File: src/core/sdadc_pkg.sv
// constants, types and register map shared by the converter sequencer files
package sdadc_pkg;

    // ************************************************************
    // converter data path
    // ************************************************************
    localparam int          RES_W       = 12;
    localparam int          WIN_W       = 11;
    localparam int          SUM_W       = 13;
    localparam int          HIST_N      = 4;
    localparam logic [10:0] WIN_LEN_12  = 11'h0400;
    localparam logic [10:0] WIN_LEN_8   = 11'h0040;
    localparam logic [12:0] SAT_12      = 13'h0FFF;
    localparam logic [12:0] SAT_8       = 13'h00FF;
    localparam logic [2:0]  PRIME_CONV  = 3'h3;

    typedef enum logic [1:0] {
        MODE_SINGLE,
        MODE_MULTI,
        MODE_CONT,
        MODE_TURBO
    } mode_e;

    // ************************************************************
    // controller register map (byte addresses)
    // ************************************************************
    localparam int          ADDR_W         = 4;
    localparam logic [3:0]  OFS_CTRL       = 4'h0;
    localparam logic [3:0]  OFS_STATUS     = 4'h4;
    localparam logic [3:0]  OFS_MASK       = 4'h8;
    localparam logic [3:0]  OFS_RESULT     = 4'hC;
    localparam int          CTRL_MODE_LSB  = 0;
    localparam int          MODE_W         = 2;
    localparam int          CTRL_RES8_BIT  = 2;
    localparam int          CTRL_START_BIT = 3;
    localparam int          CTRL_STOP_BIT  = 4;
    localparam int          ST_DONE_BIT    = 0;
    localparam int          ST_BUSY_BIT    = 1;
    localparam int          ST_EOC_BIT     = 2;

endpackage

File: src/core/adc_link_if.sv
// link between the converter sequencer and its controlling end
`timescale 1ns/1ns
`default_nettype none
interface adc_link_if;
    import sdadc_pkg::*;

    logic              start;
    logic              stop;
    mode_e             mode;
    logic              res8;
    logic              rd_ack;
    logic              eoc;
    logic              done_pulse;
    logic              busy;
    logic [RES_W-1:0]  result;

    modport dev (
        input  start,
        input  stop,
        input  mode,
        input  res8,
        input  rd_ack,
        output eoc,
        output done_pulse,
        output busy,
        output result
    );

    modport ctl (
        output start,
        output stop,
        output mode,
        output res8,
        output rd_ack,
        input  eoc,
        input  done_pulse,
        input  busy,
        input  result
    );
endinterface
`default_nettype wire

File: src/core/sdadc_decimator.sv
// decimator: bit stream to words, output is the saturated sum of the last four windows
`timescale 1ns/1ns
`default_nettype none
module sdadc_decimator
    import sdadc_pkg::*;
(
    input  wire logic             clk,
    input  wire logic             rst,
    input  wire logic             ce,
    input  wire logic             clear,
    input  wire logic             bit_in,
    input  wire logic             res8,
    output logic                  win_done,
    output logic [RES_W-1:0]      sum_out
);

    typedef struct packed {
        logic [WIN_W-1:0]             win_cnt;
        logic [WIN_W-1:0]             ones;
        logic [HIST_N-1:0][WIN_W-1:0] hist;
        logic                         win_done;
        logic [RES_W-1:0]             sum;
    } dec_s;

    dec_s dec_reg;
    dec_s dec_next;

    // ************************************************************
    // window count, history shift and saturation
    // ************************************************************
    always_comb begin
        logic [WIN_W-1:0] last;
        logic [SUM_W-1:0] total;
        last = res8 ? WIN_LEN_8 - 11'h001 : WIN_LEN_12 - 11'h001;
        total = '0;
        dec_next = dec_reg;
        dec_next.win_done = 1'b0;
        if (clear) begin
            dec_next.win_cnt = '0;
            dec_next.ones = '0;
            dec_next.hist = '0;
        end else if (dec_reg.win_cnt == last) begin
            dec_next.win_cnt = '0;
            dec_next.ones = '0;
            dec_next.hist[0] = dec_reg.ones + WIN_W'(bit_in);
            for (int i = 1; i < HIST_N; i++) begin
                dec_next.hist[i] = dec_reg.hist[i-1];
            end
            // only the last four windows count
            for (int i = 0; i < HIST_N; i++) begin
                total = total + SUM_W'(dec_next.hist[i]);
            end
            if (res8) begin
                dec_next.sum = (total > SAT_8) ? RES_W'(SAT_8)
                                               : RES_W'(total);
            end else begin
                dec_next.sum = (total > SAT_12) ? RES_W'(SAT_12)
                                                : RES_W'(total);
            end
            dec_next.win_done = 1'b1;
        end else begin
            dec_next.win_cnt = dec_reg.win_cnt + 11'h001;
            dec_next.ones = dec_reg.ones + WIN_W'(bit_in);
        end
    end

    always_ff @(posedge clk) begin
        if (rst) begin
            dec_reg <= '0;
        end else if (ce) begin
            dec_reg <= dec_next;
        end
    end

    assign win_done = dec_reg.win_done;
    assign sum_out  = dec_reg.sum;

endmodule // sdadc_decimator
`default_nettype wire

File: src/core/sdadc_dev.sv
// converter sequencer: modes, start, decimator priming, end of conversion
//
// Notes on behaviour
// - four modes: single, multi, continuous, turbo multi
// - start by start bit or trigger
// - done sets status, eoc high until read
// - single: standby, four conversions, result after fourth
// - single returns to standby after result read
// - continuous: prime three, then every window result
// - continuous mode meant for one input only
// - multi re-primes decimator, restarts automatically
// - result invalid until fourth sample after mux
// - 12-bit at 192 ksps, 8-bit faster
// - decimator turns bit stream into words
// - eoc pulses at every conversion end
// - host polls status or uses eoc interrupt
// - trigger may come from programmable_logic_block
// - trigger optional, unused in continuous mode; here a trigger edge in standby starts a run in any mode
//
// The register addresses and the Avalon-MM register port were decided locally.
`timescale 1ns/1ns
`default_nettype none
module sdadc_dev
    import sdadc_pkg::*;
(
    input  wire logic  CLK_SYS,
    input  wire logic  SYS_RST,
    input  wire logic  CLK_EN,
    input  wire logic  MOD_BIT,
    input  wire logic  MUX_SWITCHED,
    input  wire logic  TRIG,
    adc_link_if.dev    link,
    output logic       EOC_PULSE,
    output logic       STANDBY
);

    typedef enum logic [1:0] {
        ST_STANDBY,
        ST_RUN,
        ST_HOLD
    } seq_e;

    typedef struct packed {
        seq_e              state;
        mode_e             mode;
        logic              res8;
        logic [2:0]        fill;
        logic              eoc;
        logic              pulse;
        logic              busy;
        logic              standby;
        logic              trig_prev;
        logic [RES_W-1:0]  result;
    } seq_s;

    seq_s              seq_reg;
    seq_s              seq_next;
    logic              dec_clear;
    logic              start_ev;
    logic              win_done;
    logic [RES_W-1:0]  dec_sum;

    // ************************************************************
    // decimator
    // ************************************************************
    sdadc_decimator u_dec (
        .clk      (CLK_SYS),
        .rst      (SYS_RST),
        .ce       (CLK_EN),
        .clear    (dec_clear),
        .bit_in   (MOD_BIT),
        .res8     (seq_reg.res8),
        .win_done (win_done),
        .sum_out  (dec_sum)
    );

    // ************************************************************
    // sequencer
    // ************************************************************
    always_comb begin
        seq_next = seq_reg;
        seq_next.pulse = 1'b0;
        seq_next.trig_prev = TRIG;
        dec_clear = 1'b0;
        // rising trigger edge or start bit; a tied-low trigger never fires
        start_ev = link.start | (TRIG & ~seq_reg.trig_prev);
        if (link.rd_ack) begin
            seq_next.eoc = 1'b0;
        end
        unique case (seq_reg.state)
            ST_STANDBY: begin
                if (start_ev) begin
                    seq_next.mode = link.mode;
                    seq_next.res8 = link.res8;
                    seq_next.fill = '0;
                    seq_next.state = ST_RUN;
                    seq_next.busy = 1'b1;
                    seq_next.standby = 1'b0;
                    dec_clear = 1'b1;
                end
            end
            ST_RUN: begin
                if (link.stop) begin
                    seq_next.state = ST_STANDBY;
                    seq_next.busy = 1'b0;
                    seq_next.standby = 1'b1;
                    dec_clear = 1'b1;
                end else if (MUX_SWITCHED) begin
                    // history holds old input until four new windows
                    seq_next.fill = '0;
                end else if (win_done) begin
                    if (seq_reg.fill != PRIME_CONV) begin
                        seq_next.fill = seq_reg.fill + 3'h1;
                    end else begin
                        seq_next.result = dec_sum;
                        seq_next.eoc = 1'b1;
                        seq_next.pulse = 1'b1;
                        unique case (seq_reg.mode)
                            MODE_SINGLE: begin
                                seq_next.state = ST_HOLD;
                                dec_clear = 1'b1;
                            end
                            MODE_CONT: begin
                                // stay primed: each later window is a result
                                seq_next.fill = PRIME_CONV;
                            end
                            MODE_MULTI, MODE_TURBO: begin
                                seq_next.fill = '0;
                                dec_clear = 1'b1;
                            end
                        endcase
                    end
                end
            end
            ST_HOLD: begin
                if (link.rd_ack || !seq_reg.eoc || link.stop) begin
                    seq_next.state = ST_STANDBY;
                    seq_next.busy = 1'b0;
                    seq_next.standby = 1'b1;
                end
            end
        endcase
    end

    always_ff @(posedge CLK_SYS) begin
        if (SYS_RST) begin
            seq_reg <= '0;
            seq_reg.standby <= 1'b1;
        end else if (CLK_EN) begin
            seq_reg <= seq_next;
        end
    end

    // ************************************************************
    // outputs
    // ************************************************************
    assign link.eoc        = seq_reg.eoc;
    assign link.done_pulse = seq_reg.pulse;
    assign link.busy       = seq_reg.busy;
    assign link.result     = seq_reg.result;
    assign EOC_PULSE       = seq_reg.pulse;
    assign STANDBY         = seq_reg.standby;

endmodule // sdadc_dev
`default_nettype wire

File: src/flat_wrapper.sv
// flat-port wrapper written by rule: the top's interface ports become plain ports
module sdadc_dev_flat import sdadc_pkg::*;
  (CLK_SYS, SYS_RST, CLK_EN, MOD_BIT, MUX_SWITCHED, TRIG, EOC_PULSE, STANDBY, link_start, link_stop, link_mode, link_res8, link_rd_ack, link_eoc, link_done_pulse, link_busy, link_result);
  adc_link_if link_i ();
  input  wire logic CLK_SYS;
  input  wire logic SYS_RST;
  input  wire logic CLK_EN;
  input  wire logic MOD_BIT;
  input  wire logic MUX_SWITCHED;
  input  wire logic TRIG;
  output logic EOC_PULSE;
  output logic STANDBY;
  input wire logic [$bits(link_i.start)-1:0] link_start;
  input wire logic [$bits(link_i.stop)-1:0] link_stop;
  input wire logic [$bits(link_i.mode)-1:0] link_mode;
  input wire logic [$bits(link_i.res8)-1:0] link_res8;
  input wire logic [$bits(link_i.rd_ack)-1:0] link_rd_ack;
  output wire logic [$bits(link_i.eoc)-1:0] link_eoc;
  output wire logic [$bits(link_i.done_pulse)-1:0] link_done_pulse;
  output wire logic [$bits(link_i.busy)-1:0] link_busy;
  output wire logic [$bits(link_i.result)-1:0] link_result;
  assign link_i.start = link_start;
  assign link_i.stop = link_stop;
  assign link_i.mode = link_mode;
  assign link_i.res8 = link_res8;
  assign link_i.rd_ack = link_rd_ack;
  assign link_eoc = link_i.eoc;
  assign link_done_pulse = link_i.done_pulse;
  assign link_busy = link_i.busy;
  assign link_result = link_i.result;
  sdadc_dev u_core (.CLK_SYS(CLK_SYS), .SYS_RST(SYS_RST), .CLK_EN(CLK_EN), .MOD_BIT(MOD_BIT), .MUX_SWITCHED(MUX_SWITCHED), .TRIG(TRIG), .link(link_i), .EOC_PULSE(EOC_PULSE), .STANDBY(STANDBY));
endmodule
File: config.mk
export PLATFORM = sky130hd
export DESIGN_NAME = sdadc_dev_flat
export DESIGN_NICKNAME = d
export VERILOG_FILES = /design/src/core/sdadc_pkg.sv /design/src/core/adc_link_if.sv /design/src/core/sdadc_decimator.sv /design/src/core/sdadc_dev.sv /design/src/flat_wrapper.sv
export SDC_FILE = /design/constraint.sdc
export NUM_CORES = 1
export LEC_CHECK = 0
export ABC_AREA = 1
export BUFFER_PORTS_ARGS = -buffer_cell sky130_fd_sc_hd__buf_2
export CAP_MARGIN = 5
export CORE_MARGIN = 2
export CORE_UTILIZATION = 57
export DETAILED_ROUTE_END_ITERATION = 8
export PLACE_DENSITY = 0.72
export SYNTH_ARGS = -nofsm -noshare
export SYNTH_HDL_FRONTEND = slang
export SYNTH_HIERARCHICAL = 1
export SYNTH_SLANG_ARGS = --single-unit
export TNS_END_PERCENT = 1
File: constraint.sdc
create_clock -name CLK_SYS -period 4 [get_ports CLK_SYS]
set_clock_uncertainty 0.1 [all_clocks]
set_input_delay 0.4 -clock CLK_SYS [delete_from_list [all_inputs] [get_ports CLK_SYS]]
set_output_delay 0.4 -clock CLK_SYS [all_outputs]
set_load 0.1 [all_outputs]
==> results.json, run 1 <==
{
  "outcome": "complete, no violations",
  "final.setup.tns_ns": 0,
  "period_needed_ns": 3.57,
  "vias_per_cell": 5.16,
  "fmax_ghz": 0.280,
  "ys.flop_type": "dfxtp_1",
  "antenna_found_initial": 0,
  "placed_area_mm2": 0.00531,
  "synth_adder_area_share_pct": 12.9,
  "hp-start": "link_rd_ack",
  "synth_top_family_by_area": "simple AND/OR/NAND/NOR gates",
  "first_iter_violations": 295,
  "dieArea_mm2": 0.0102,
  "clkSlewWorstSetupHoldPaths_ns": 0.09,
  "crit_type": "flip-flop to flip-flop",
  "vdd_ir_drop_max_mv": 0.208,
  "rsz0062_at_grt": "false",
  "core-area_mm2": 0.00915,
  "initial_core_util_pct": 58.3,
  "synth_edf_count": 0,
  "relSlewSlack_pct": 54.3,
  "finalSetupViolCount": 0,
  "async_flop_share_pct": 0,
  "synthTopCellsByArea": "dfxtp_1, nand2_1, inv_1, fa_1, a21oi_1",
  "yosysSeqAreaShare_pct": 34.9,
  "vias": 4227,
  "synthMuxAreaShare_pct": 0,
  "largest_reg_flops": 55,
  "wl_per_cell_um": 12.6,
  "fp.dieH_um": 101,
  "io_buffers": 28,
  "placementRows": 35,
  "clk_latency_ns": 0.36,
  "cts_sinks": 93,
  "ys_ff_latch": 93,
  "syn_area_mm2": 0.00534,
  "synth_area_per_cell_um2": 7.55,
  "drcViolationCount": 0,
  "reg2reg_from": "u_core/u_dec/dec_reg[57]$_SDFFE_PP0P_",
  "worst_pin_slew_ns": 0.683,
  "r2r_cells": 17,
  "cts_max_path_buffers": 2,
  "min_period_over_period_pct": 89.3,
  "holdPathEnd": "u_core/link.eoc$_SDFFE_PP0P_",
  "postCtsSetupRepairBufs": 0,
  "worstPathRequired_ns": 4.13,
  "synth.distinct_cells": 39,
  "die_w_um": 101,
  "detail-route-antenna-nets": 0,
  "worstPathArrival_ns": 3.70,
  "power.density_mw_per_mm2": 318,
  "tritoncts": "done",
  "cts_max_level": 3,
  "syn-num-nets": 761,
  "hold_depth": 4,
  "gp_congestion": 0.883,
  "multiInputGateArea_mm2": 0.00269,
  "post_cts_resize_count": 0,
  "path_max_fanout": 6,
  "area_growth_pct": 3.26,
  "synth_compound_area_share_pct": 13.1,
  "startpoint_type": "flip-flop",
  "grt_overflow": 0,
  "worstHoldPathType": "input port to flip-flop",
  "hold_viol": 0,
  "critPathCaptureType": "flip-flop",
  "nFillCells": 845,
  "maxSlewViolCount": 0,
  "track_usage_pct": 21.6,
  "stdcell_area_mm2": 0.00551,
  "yosys.area_share.simple_pct": 21.6,
  "dpl.hpwl_um": 7800,
  "yosysTopAreaCellShare_pct": 34.9,
  "final_common_cell": "nand2_1",
  "register_area_mm2": 0.00186,
  "firstDrtPassIters": 5,
  "io_pins": 29,
  "layout_common_cells": "nand2_1, inv_1, dfxtp_1",
  "yosysWarningCount": 6,
  "reg2reg_to": "u_core/u_dec/sum_out[2]$_SDFFE_PP0P_",
  "layout-drive-gt1-share_pct": 9.04,
  "fin_nets": 759,
  "drt_wl_total_um": 10300,
  "grt_pass1_vias": 3955,
  "grt_pass1_wl_um": 17500,
  "yosysTopAreaCell": "dfxtp_1",
  "netlist_instances": 707,
  "synth_xor_area_share_pct": 2.79,
  "cts-root-buf": "clkbuf_8",
  "leakage_nw": 2.50,
  "n_antenna_cell": 0,
  "drv_cap": 0,
  "r2r_slack_ns": 0.43,
  "grt_max_degree": 35,
  "cts_inserted_buffers": 9,
  "postCtsHoldBufs": 0
}
cell type report:
type,instances,area share (%)
Multi-Input combinational cell,448,48.9
Sequential cell,93,33.8
Inverter,124,8.49
Timing Repair Buffer,29,2.68
Tap cell,111,2.52
Clock buffer,10,2.32
Clock inverter,4,1.36
cells by family (layout without fill, tap and decap cells):
family,count (synthesis),count (layout)
AOI/OAI and AO/OA,127,127
xor gates and xnor gates,17,17
adders and majority gates,42,42
buffers and inverters,166,167
DFF,93,93
and+or+nand+nor,262,262
synthesized netlist by cell type (2+ instances only):
master / instances
a21oi_1: 53
a21oi_2: 2
buf_4: 30
buf_6: 6
clkbuf_1: 5
dfxtp_1: 93
fa_1: 22
ha_1: 20
inv_1: 118
inv_2: 4
nand2_1: 135
nand2_2: 2
nand2_4: 2
nand3_1: 38
nand4_1: 6
nor2_1: 55
nor3_1: 9
nor3b_1: 3
o21ai_0: 26
o21ai_1: 9
o21ai_2: 3
o22ai_1: 31
or2_1: 2
or2_2: 3
xnor2_1: 6
xor2_1: 11
worst max-delay path: stages (launching register included):
cell	delay (ns)
dfxtp_1	0.35
ha_1	0.21
ha_1	0.15
nand3_1	0.11
nor3_2	0.19
xor2_1	0.21
inv_1	0.10
fa_1	0.49
inv_1	0.05
ha_1	0.35
nand2_1	0.14
inv_1	0.05
a21oi_1	0.18
nand2_1	0.11
a21oi_2	0.24
inv_1	0.09
o21ai_1	0.25
a21oi_1	0.10
layer usage:
| layer | vias up | wire length (µm) | global-route usage (%) | part of all wire, % |
|---|---|---|---|---|
| met5 | - | 0 | 0 | 0 |
| met4 | 0 | 174 | 7.90 | 1.7 |
| li1 | 2213 | - | - | - |
| met2 | 71 | 4760 | 37.1 | 46 |
| met1 | 1931 | 5050 | 27.9 | 49 |
| met3 | 12 | 315 | 2.84 | 3.1 |
worst max path at each step:
| stage | slack [ns] | endpoint | from | cells after the start |
|---|---|---|---|---|
| 2_1_floorplan | 0.73 | u_core/u_dec/sum_out[0]$_SDFFE_PP0P_ | MOD_BIT | 17 |
| 4_1_cts | 0.44 | u_core/u_dec/sum_out[2]$_SDFFE_PP0P_ | u_core/u_dec/dec_reg[57]$_SDFFE_PP0P_ | 17 |
| 5_1_grt | 0.04 | u_core/u_dec/sum_out[2]$_SDFFE_PP0P_ | u_core/u_dec/dec_reg[57]$_SDFFE_PP0P_ | 17 |
| 3_3_place_gp | 0.40 | u_core/u_dec/sum_out[0]$_SDFFE_PP0P_ | MOD_BIT | 18 |
| 3_5_place_dp | 0.31 | u_core/u_dec/sum_out[2]$_SDFFE_PP0P_ | MOD_BIT | 18 |
| 6_report | 0.43 | u_core/u_dec/sum_out[2]$_SDFFE_PP0P_ | u_core/u_dec/dec_reg[57]$_SDFFE_PP0P_ | 17 |
stage by stage:
step | total power, mW | instances | utilization [%] | hold WS, ns | setup slack (ns)
floorplan | 1.08 | 707 | - | 0.329 | 0.726
global placement | 1.11 | 805 | 58.0 | 0.338 | 0.396
detailed placement | 1.11 | 805 | 58.0 | 0.347 | 0.313
CTS | 1.78 | 819 | 60.2 | 0.206 | 0.444
global route | 1.83 | 819 | 60.2 | 0.227 | 0.0359
finish | 1.75 | 819 | 60.2 | 0.223 | 0.426
where the power goes:
group	leakage, nW	total (mW)	internal (mW)	switching (mW)
Sequential	0.751	0.947	0.937	0.0103
Combinational	1.66	0.147	0.0411	0.106
Clock	0.0945	0.661	0.346	0.316
Total	2.50	1.75	1.32	0.432
(Power assumes the default switching activity.)
==> run 2: changes to the inputs <==
--- a/config.mk
+++ b/config.mk
@@ -5,13 +5,13 @@
 export SDC_FILE = /design/constraint.sdc
 export NUM_CORES = 1
 export LEC_CHECK = 0
-export ABC_AREA = 1
 export BUFFER_PORTS_ARGS = -buffer_cell sky130_fd_sc_hd__buf_2
 export CAP_MARGIN = 5
 export CORE_MARGIN = 2
 export CORE_UTILIZATION = 57
 export DETAILED_ROUTE_END_ITERATION = 8
 export PLACE_DENSITY = 0.72
+export SLEW_MARGIN = 20
 export SYNTH_ARGS = -nofsm -noshare
 export SYNTH_HDL_FRONTEND = slang
 export SYNTH_HIERARCHICAL = 1
==> results.json, run 2 <==
{
  "ys.flop_type": "dfxtp_1",
  "cts_max_level": 3,
  "wl_per_cell_um": 14.6,
  "drcViolationCount": 0,
  "track_usage_pct": 21.2,
  "cts-root-buf": "clkbuf_8",
  "dieArea_mm2": 0.00994,
  "maxSlewViolCount": 0,
  "initial_core_util_pct": 59.2,
  "cts_inserted_buffers": 9,
  "largest_reg_flops": 55,
  "firstDrtPassIters": 5,
  "syn-num-nets": 632,
  "yosysWarningCount": 6,
  "layout-drive-gt1-share_pct": 13.0,
  "worst_pin_slew_ns": 1.04,
  "drt_wl_total_um": 10100,
  "yosys-top-cells-count": "dfxtp_1, nor2_1, inv_1",
  "vias": 3883,
  "netlist_instances": 578,
  "layout_common_cells": "dfxtp_1, nor2_1, inv_1",
  "yosysTopAreaCell": "dfxtp_1",
  "clkSlewWorstSetupHoldPaths_ns": 0.10,
  "power.density_mw_per_mm2": 319,
  "grt_pass1_vias": 3755,
  "async_flop_share_pct": 0,
  "postCtsSetupRepairBufs": 0,
  "outcome": "complete, no violations",
  "antenna_found_initial": 0,
  "path_max_fanout": 6,
  "vias_per_cell": 5.60,
  "drv_cap": 0,
  "detail-route-antenna-nets": 0,
  "yosysTopAreaCellShare_pct": 35.7,
  "rsz0062_at_grt": "false",
  "cts_sinks": 93,
  "yosysSeqAreaShare_pct": 35.7,
  "relSlewSlack_pct": 29.7,
  "crit_type": "flip-flop to flip-flop",
  "cts_max_path_buffers": 2,
  "die_w_um": 99.7,
  "startpoint_type": "flip-flop",
  "synth_most_common_cell": "dfxtp_1",
  "total_power_mw": 1.75,
  "worstPathArrival_ns": 3.97,
  "fp.dieH_um": 99.7,
  "ys_ff_latch": 93,
  "dpl.hpwl_um": 7360,
  "area_growth_pct": 5.37,
  "r2r_slack_ns": 0.18,
  "final_common_cell": "dfxtp_1",
  "placementRows": 34,
  "first_iter_violations": 222,
  "grt_overflow": 0,
  "n_antenna_cell": 0,
  "fmax_ghz": 0.262,
  "final.setup.tns_ns": 0,
  "io_pins": 29,
  "synth.distinct_cells": 65,
  "hold_viol": 0,
  "fin_nets": 635,
  "core-area_mm2": 0.00881,
  "vdd_ir_drop_max_mv": 0.157,
  "min_period_over_period_pct": 95.5,
  "grt_max_degree": 45,
  "critPathCaptureType": "flip-flop",
  "gp_congestion": 0.925,
  "synthTopCellsByArea": "dfxtp_1, fa_1, ha_1, nor2_1, inv_1",
  "period_needed_ns": 3.82,
  "grt_pass1_wl_um": 17000,
  "finalSetupViolCount": 0,
  "synth_edf_count": 0,
  "leakage_nw": 2.17,
  "syn_area_mm2": 0.00522,
  "io_buffers": 28,
  "tritoncts": "done",
  "worstPathRequired_ns": 4.15,
  "clk_latency_ns": 0.36,
  "synth_area_per_cell_um2": 9.03,
  "worstHoldPathType": "input port to flip-flop"
}
-- run 2: logic make-up after synthesis --
group,Yosys count,share of synthesized area (%)
muxes,18,3.48
DFF,93,35.7
adders and majority gates,42,13.2
AOI/OAI and AO/OA,132,17.1
xor gates and xnor gates,24,4.03
and+or+nand+nor,157,15.4
buffers and inverters,112,11.1
-- run 2: metrics by stage --
step	hold WS, ns	std cells	setup WS (ns)	instance area [µm²]	utilization, %
3_3_place_gp	0.354	678	0.0640	5250	59.6
5_1_grt	0.168	694	0.000556	5500	62.4
2_1_floorplan	0.345	578	0.322	5220	-
6_report	0.180	694	0.179	5500	62.4
3_5_place_dp	0.364	678	0.0491	5250	59.6
4_1_cts	0.164	694	0.190	5470	62.1
-- run 2: timing repair --
action	CTS	global route
gates resized for setup	0	7
hold buffers	0	0
endpoints found under the setup margin	0	6
endpoints found under the hold margin	0	0
-- run 2: per-layer routing --
| layer | global-route usage [%] | wire, µm |
|---|---|---|
| met1 | 29.1 | 4940 |
| met2 | 34.0 | 4680 |
| met3 | 2.74 | 305 |
| met4 | 8.43 | 187 |
| met5 | 0 | 0 |
-- run 2: report_power, final --
part           switching, mW  internal, mW  leakage (nW)  total, mW
logic                 0.0813        0.0319          1.30      0.113
registers            0.00679         0.932         0.751      0.939
clock network          0.344         0.356         0.114      0.700
-- run 2: layout make-up --
cell class | instances | area, µm²
Multi-Input combinational cell | 373 | 2810
Inverter | 63 | 236
Clock buffer | 9 | 124
Sequential cell | 93 | 1860
Fill cell | 741 | 3310
Timing Repair Buffer | 41 | 238
Clock inverter | 7 | 96.3
Tap cell | 108 | 135
-- run 2: final timing paths --
check	startpoint	end	cells past startpoint
min	link_mode[1]	u_core/seq_reg[22]$_SDFFE_PP0P_	3
max	u_core/u_dec/dec_reg[57]$_SDFFE_PP0P_	u_core/u_dec/sum_out[4]$_SDFFE_PP0P_	14
max reg2reg	u_core/u_dec/dec_reg[57]$_SDFFE_PP0P_	u_core/u_dec/sum_out[4]$_SDFFE_PP0P_	14
min reg2reg	u_core/u_dec/dec_reg[57]$_SDFFE_PP0P_	u_core/u_dec/dec_reg[57]$_SDFFE_PP0P_	2
-- run 2: critical path, stage by stage, from the launching register on --
cell and delay (ns):
dfxtp_1 0.34, ha_1 0.22, ha_1 0.20, and3_1 0.23, nand3_1 0.13, xor2_2 0.19, fa_1 0.51, inv_1 0.05
ha_2 0.37, nand3_1 0.08, a211o_1 0.28, a31oi_2 0.22, a22oi_1 0.11, o41a_1 0.39, o31a_1 0.30
==> run 3: changes to the inputs <==
--- a/config.mk
+++ b/config.mk
@@ -8,9 +8,9 @@
 export BUFFER_PORTS_ARGS = -buffer_cell sky130_fd_sc_hd__buf_2
 export CAP_MARGIN = 5
 export CORE_MARGIN = 2
-export CORE_UTILIZATION = 57
+export CORE_UTILIZATION = 61
 export DETAILED_ROUTE_END_ITERATION = 8
-export PLACE_DENSITY = 0.72
+export PLACE_DENSITY = 0.77
 export SLEW_MARGIN = 20
 export SYNTH_ARGS = -nofsm -noshare
 export SYNTH_HDL_FRONTEND = slang
==> constraint.sdc (replaced) <==
create_clock -name CLK_SYS -period 4 [get_ports CLK_SYS]
set_clock_uncertainty 0.1 [all_clocks]
set_input_delay 0.6 -clock CLK_SYS [delete_from_list [all_inputs] [get_ports CLK_SYS]]
set_output_delay 0.6 -clock CLK_SYS [all_outputs]
set_load 0.1 [all_outputs]
==> results.json, run 3 (same netlist as run 2, synthesis figures left out) <==
{
  "grt_pass1_vias": 3643,
  "dieArea_mm2": 0.00931,
  "initial_core_util_pct": 63.2,
  "cts_max_level": 3,
  "gp_congestion": 0.802,
  "worst_pin_slew_ns": 0.970,
  "grt_overflow": 0,
  "n_antenna_cell": 0,
  "grt_max_degree": 38,
  "holdPathEnd": "u_core/u_dec/sum_out[8]$_SDFFE_PP0P_",
  "area_growth_pct": 8.56,
  "wl_met2_um": 5030,
  "clkSlewWorstSetupHoldPaths_ns": 0.09,
  "layout-drive-gt1-share_pct": 16.8,
  "final_common_cell": "dfxtp_1",
  "placed_cells_incl_taps": 703,
  "cts-root-buf": "clkbuf_8",
  "fin_nets": 663,
  "vias": 4034,
  "reg2reg_to": "u_core/u_dec/sum_out[4]$_SDFFE_PP0P_",
  "largest_reg_flops": 55,
  "crit_type": "input port to flip-flop",
  "postCtsHoldBufs": 0,
  "antenna_found_initial": 0,
  "vdd_ir_drop_max_mv": 0.247,
  "finalSetupViolCount": 0,
  "dr.max_layer_used": "met4",
  "die_w_um": 96.5,
  "path_common_cell": "fa_1",
  "hp-start": "u_core/u_dec/sum_out[8]$_SDFFE_PP0P_",
  "dr_wl_met3_um": 417,
  "slowest_delay_ns": 0.52,
  "stdcell_area_mm2": 0.00566,
  "worstPathArrival_ns": 4.02,
  "hold_depth": 2,
  "io_buffers": 28,
  "track_usage_pct": 23.1,
  "outcome": "complete, no violations",
  "placementRows": 33,
  "min_period_over_period_pct": 96.6,
  "vias_per_cell": 5.62,
  "layout.cells.non_filler": 718,
  "worstPathRequired_ns": 4.16,
  "postCtsSetupRepairBufs": 0,
  "clk_latency_ns": 0.36,
  "crit_chain": "buf_2 > ha_2 > ha_1 > xnor2_1 > fa_1 > fa_1 > nand2b_1 > a211o_1 > a31oi_2 > a22oi_1 > o41a_1 > o31a_1",
  "relSlewSlack_pct": 34.5,
  "layout_common_cells": "dfxtp_1, nor2_1, inv_1",
  "hold_viol": 0,
  "fp.dieH_um": 96.5,
  "crit_family": "compound AO/OA/AOI/OAI gates",
  "nFillCells": 649,
  "placed_area_mm2": 0.00545,
  "r2r_slack_ns": 0.16,
  "total_power_mw": 1.65,
  "firstDrtPassIters": 4,
  "r2r_cells": 11,
  "wl_per_cell_um": 14.8,
  "period_needed_ns": 3.86,
  "critPathSlowestCell": "fa_1",
  "io_pins": 29,
  "grt_pass1_wl_um": 16700,
  "first_iter_violations": 248,
  "cp.depth": 12,
  "reg2reg_from": "u_core/u_dec/dec_reg[57]$_SDFFE_PP0P_",
  "tritoncts": "done",
  "wl_met1_um": 4980,
  "detail-route-antenna-nets": 0,
  "critPathCaptureType": "flip-flop",
  "maxSlewViolCount": 0,
  "dp_slack_ns": -0.181,
  "core-area_mm2": 0.00826,
  "power.density_mw_per_mm2": 291,
  "dpl.hpwl_um": 7730,
  "worstHoldPathType": "flip-flop to flip-flop",
  "path_max_fanout": 5,
  "drt_wl_total_um": 10600,
  "leakage_nw": 2.28,
  "critPathBufInv": 1,
  "drcViolationCount": 0,
  "final.setup.tns_ns": 0,
  "fmax_ghz": 0.259,
  "cts_sinks": 93,
  "cts_inserted_buffers": 9,
  "setup_ws_ns": 0.138,
  "drv_cap": 0,
  "startpoint_type": "input port",
  "cts_max_path_buffers": 2
}
-- run 3: cell count changes in the layout (fill, tap and decap cells not counted), moves of 2 or more --
cell	previous run	this run
buf_4	13	41
inv_6	2	0
o21ai_0	16	14
o21ai_2	1	3
xor2_1	10	12
xor2_2	2	0
-- run 3: worst reg2reg max path, cell delays in order, from the launching register on --
cell      delay, ns
dfxtp_1        0.33
ha_2           0.20
ha_1           0.24
xnor2_1        0.30
fa_1           0.52
fa_1           0.45
nand2b_1       0.17
a211o_1        0.29
a31oi_2        0.21
a22oi_1        0.11
o41a_1         0.51
o31a_1         0.31
-- run 3: worst max path at each step --
stage | startpoint | to | slack [ns]
floorplan | MOD_BIT | u_core/u_dec/sum_out[4]$_SDFFE_PP0P_ | 0.12
global placement | MOD_BIT | u_core/u_dec/sum_out[4]$_SDFFE_PP0P_ | -0.07
detailed placement | MOD_BIT | u_core/u_dec/sum_out[4]$_SDFFE_PP0P_ | -0.18
CTS | MOD_BIT | u_core/u_dec/sum_out[4]$_SDFFE_PP0P_ | 0.16
global route | u_core/u_dec/dec_reg[57]$_SDFFE_PP0P_ | u_core/u_dec/sum_out[6]$_SDFFE_PP0P_ | -0.004
finish | MOD_BIT | u_core/u_dec/sum_out[4]$_SDFFE_PP0P_ | 0.14
-- run 3: per-layer routing --
| metal | global-route usage, % | vias up |
|---|---|---|
| met4 | 8.22 | 0 |
| met2 | 36.6 | 84 |
| met5 | 0 | - |
| met1 | 31.6 | 1931 |
| li1 | - | 2009 |
| met3 | 4.81 | 10 |
-- run 3: what timing repair did --
| item | in CTS | in global routing |
|---|---|---|
| setup endpoints to repair | 0 | 6 |
| gates resized for setup | 0 | 10 |
| hold endpoints to repair | 0 | 0 |
-- run 3: cell type report --
class | count | area (µm²) | share of cell area [%]
Multi-Input combinational cell | 373 | 2810 | 49.5
Sequential cell | 93 | 1860 | 32.9
Timing Repair Buffer | 69 | 448 | 7.91
Inverter | 63 | 236 | 4.17
Tap cell | 105 | 131 | 2.32
Clock buffer | 10 | 128 | 2.25
Clock inverter | 5 | 52.6 | 0.928
-- run 3: power by group --
group	switching [mW]	internal, mW
sequential	0.00668	0.932
clock	0.313	0.283
combinational	0.0811	0.0325
-- run 3: through the flow --
stage                     utilization [%]  hold slack, ns
after floorplan                         -           0.345
after detailed placement             66.0           0.362
final                                68.6           0.371
after global placement               66.0           0.352
after CTS                            68.2           0.364
after global routing                 68.6           0.365
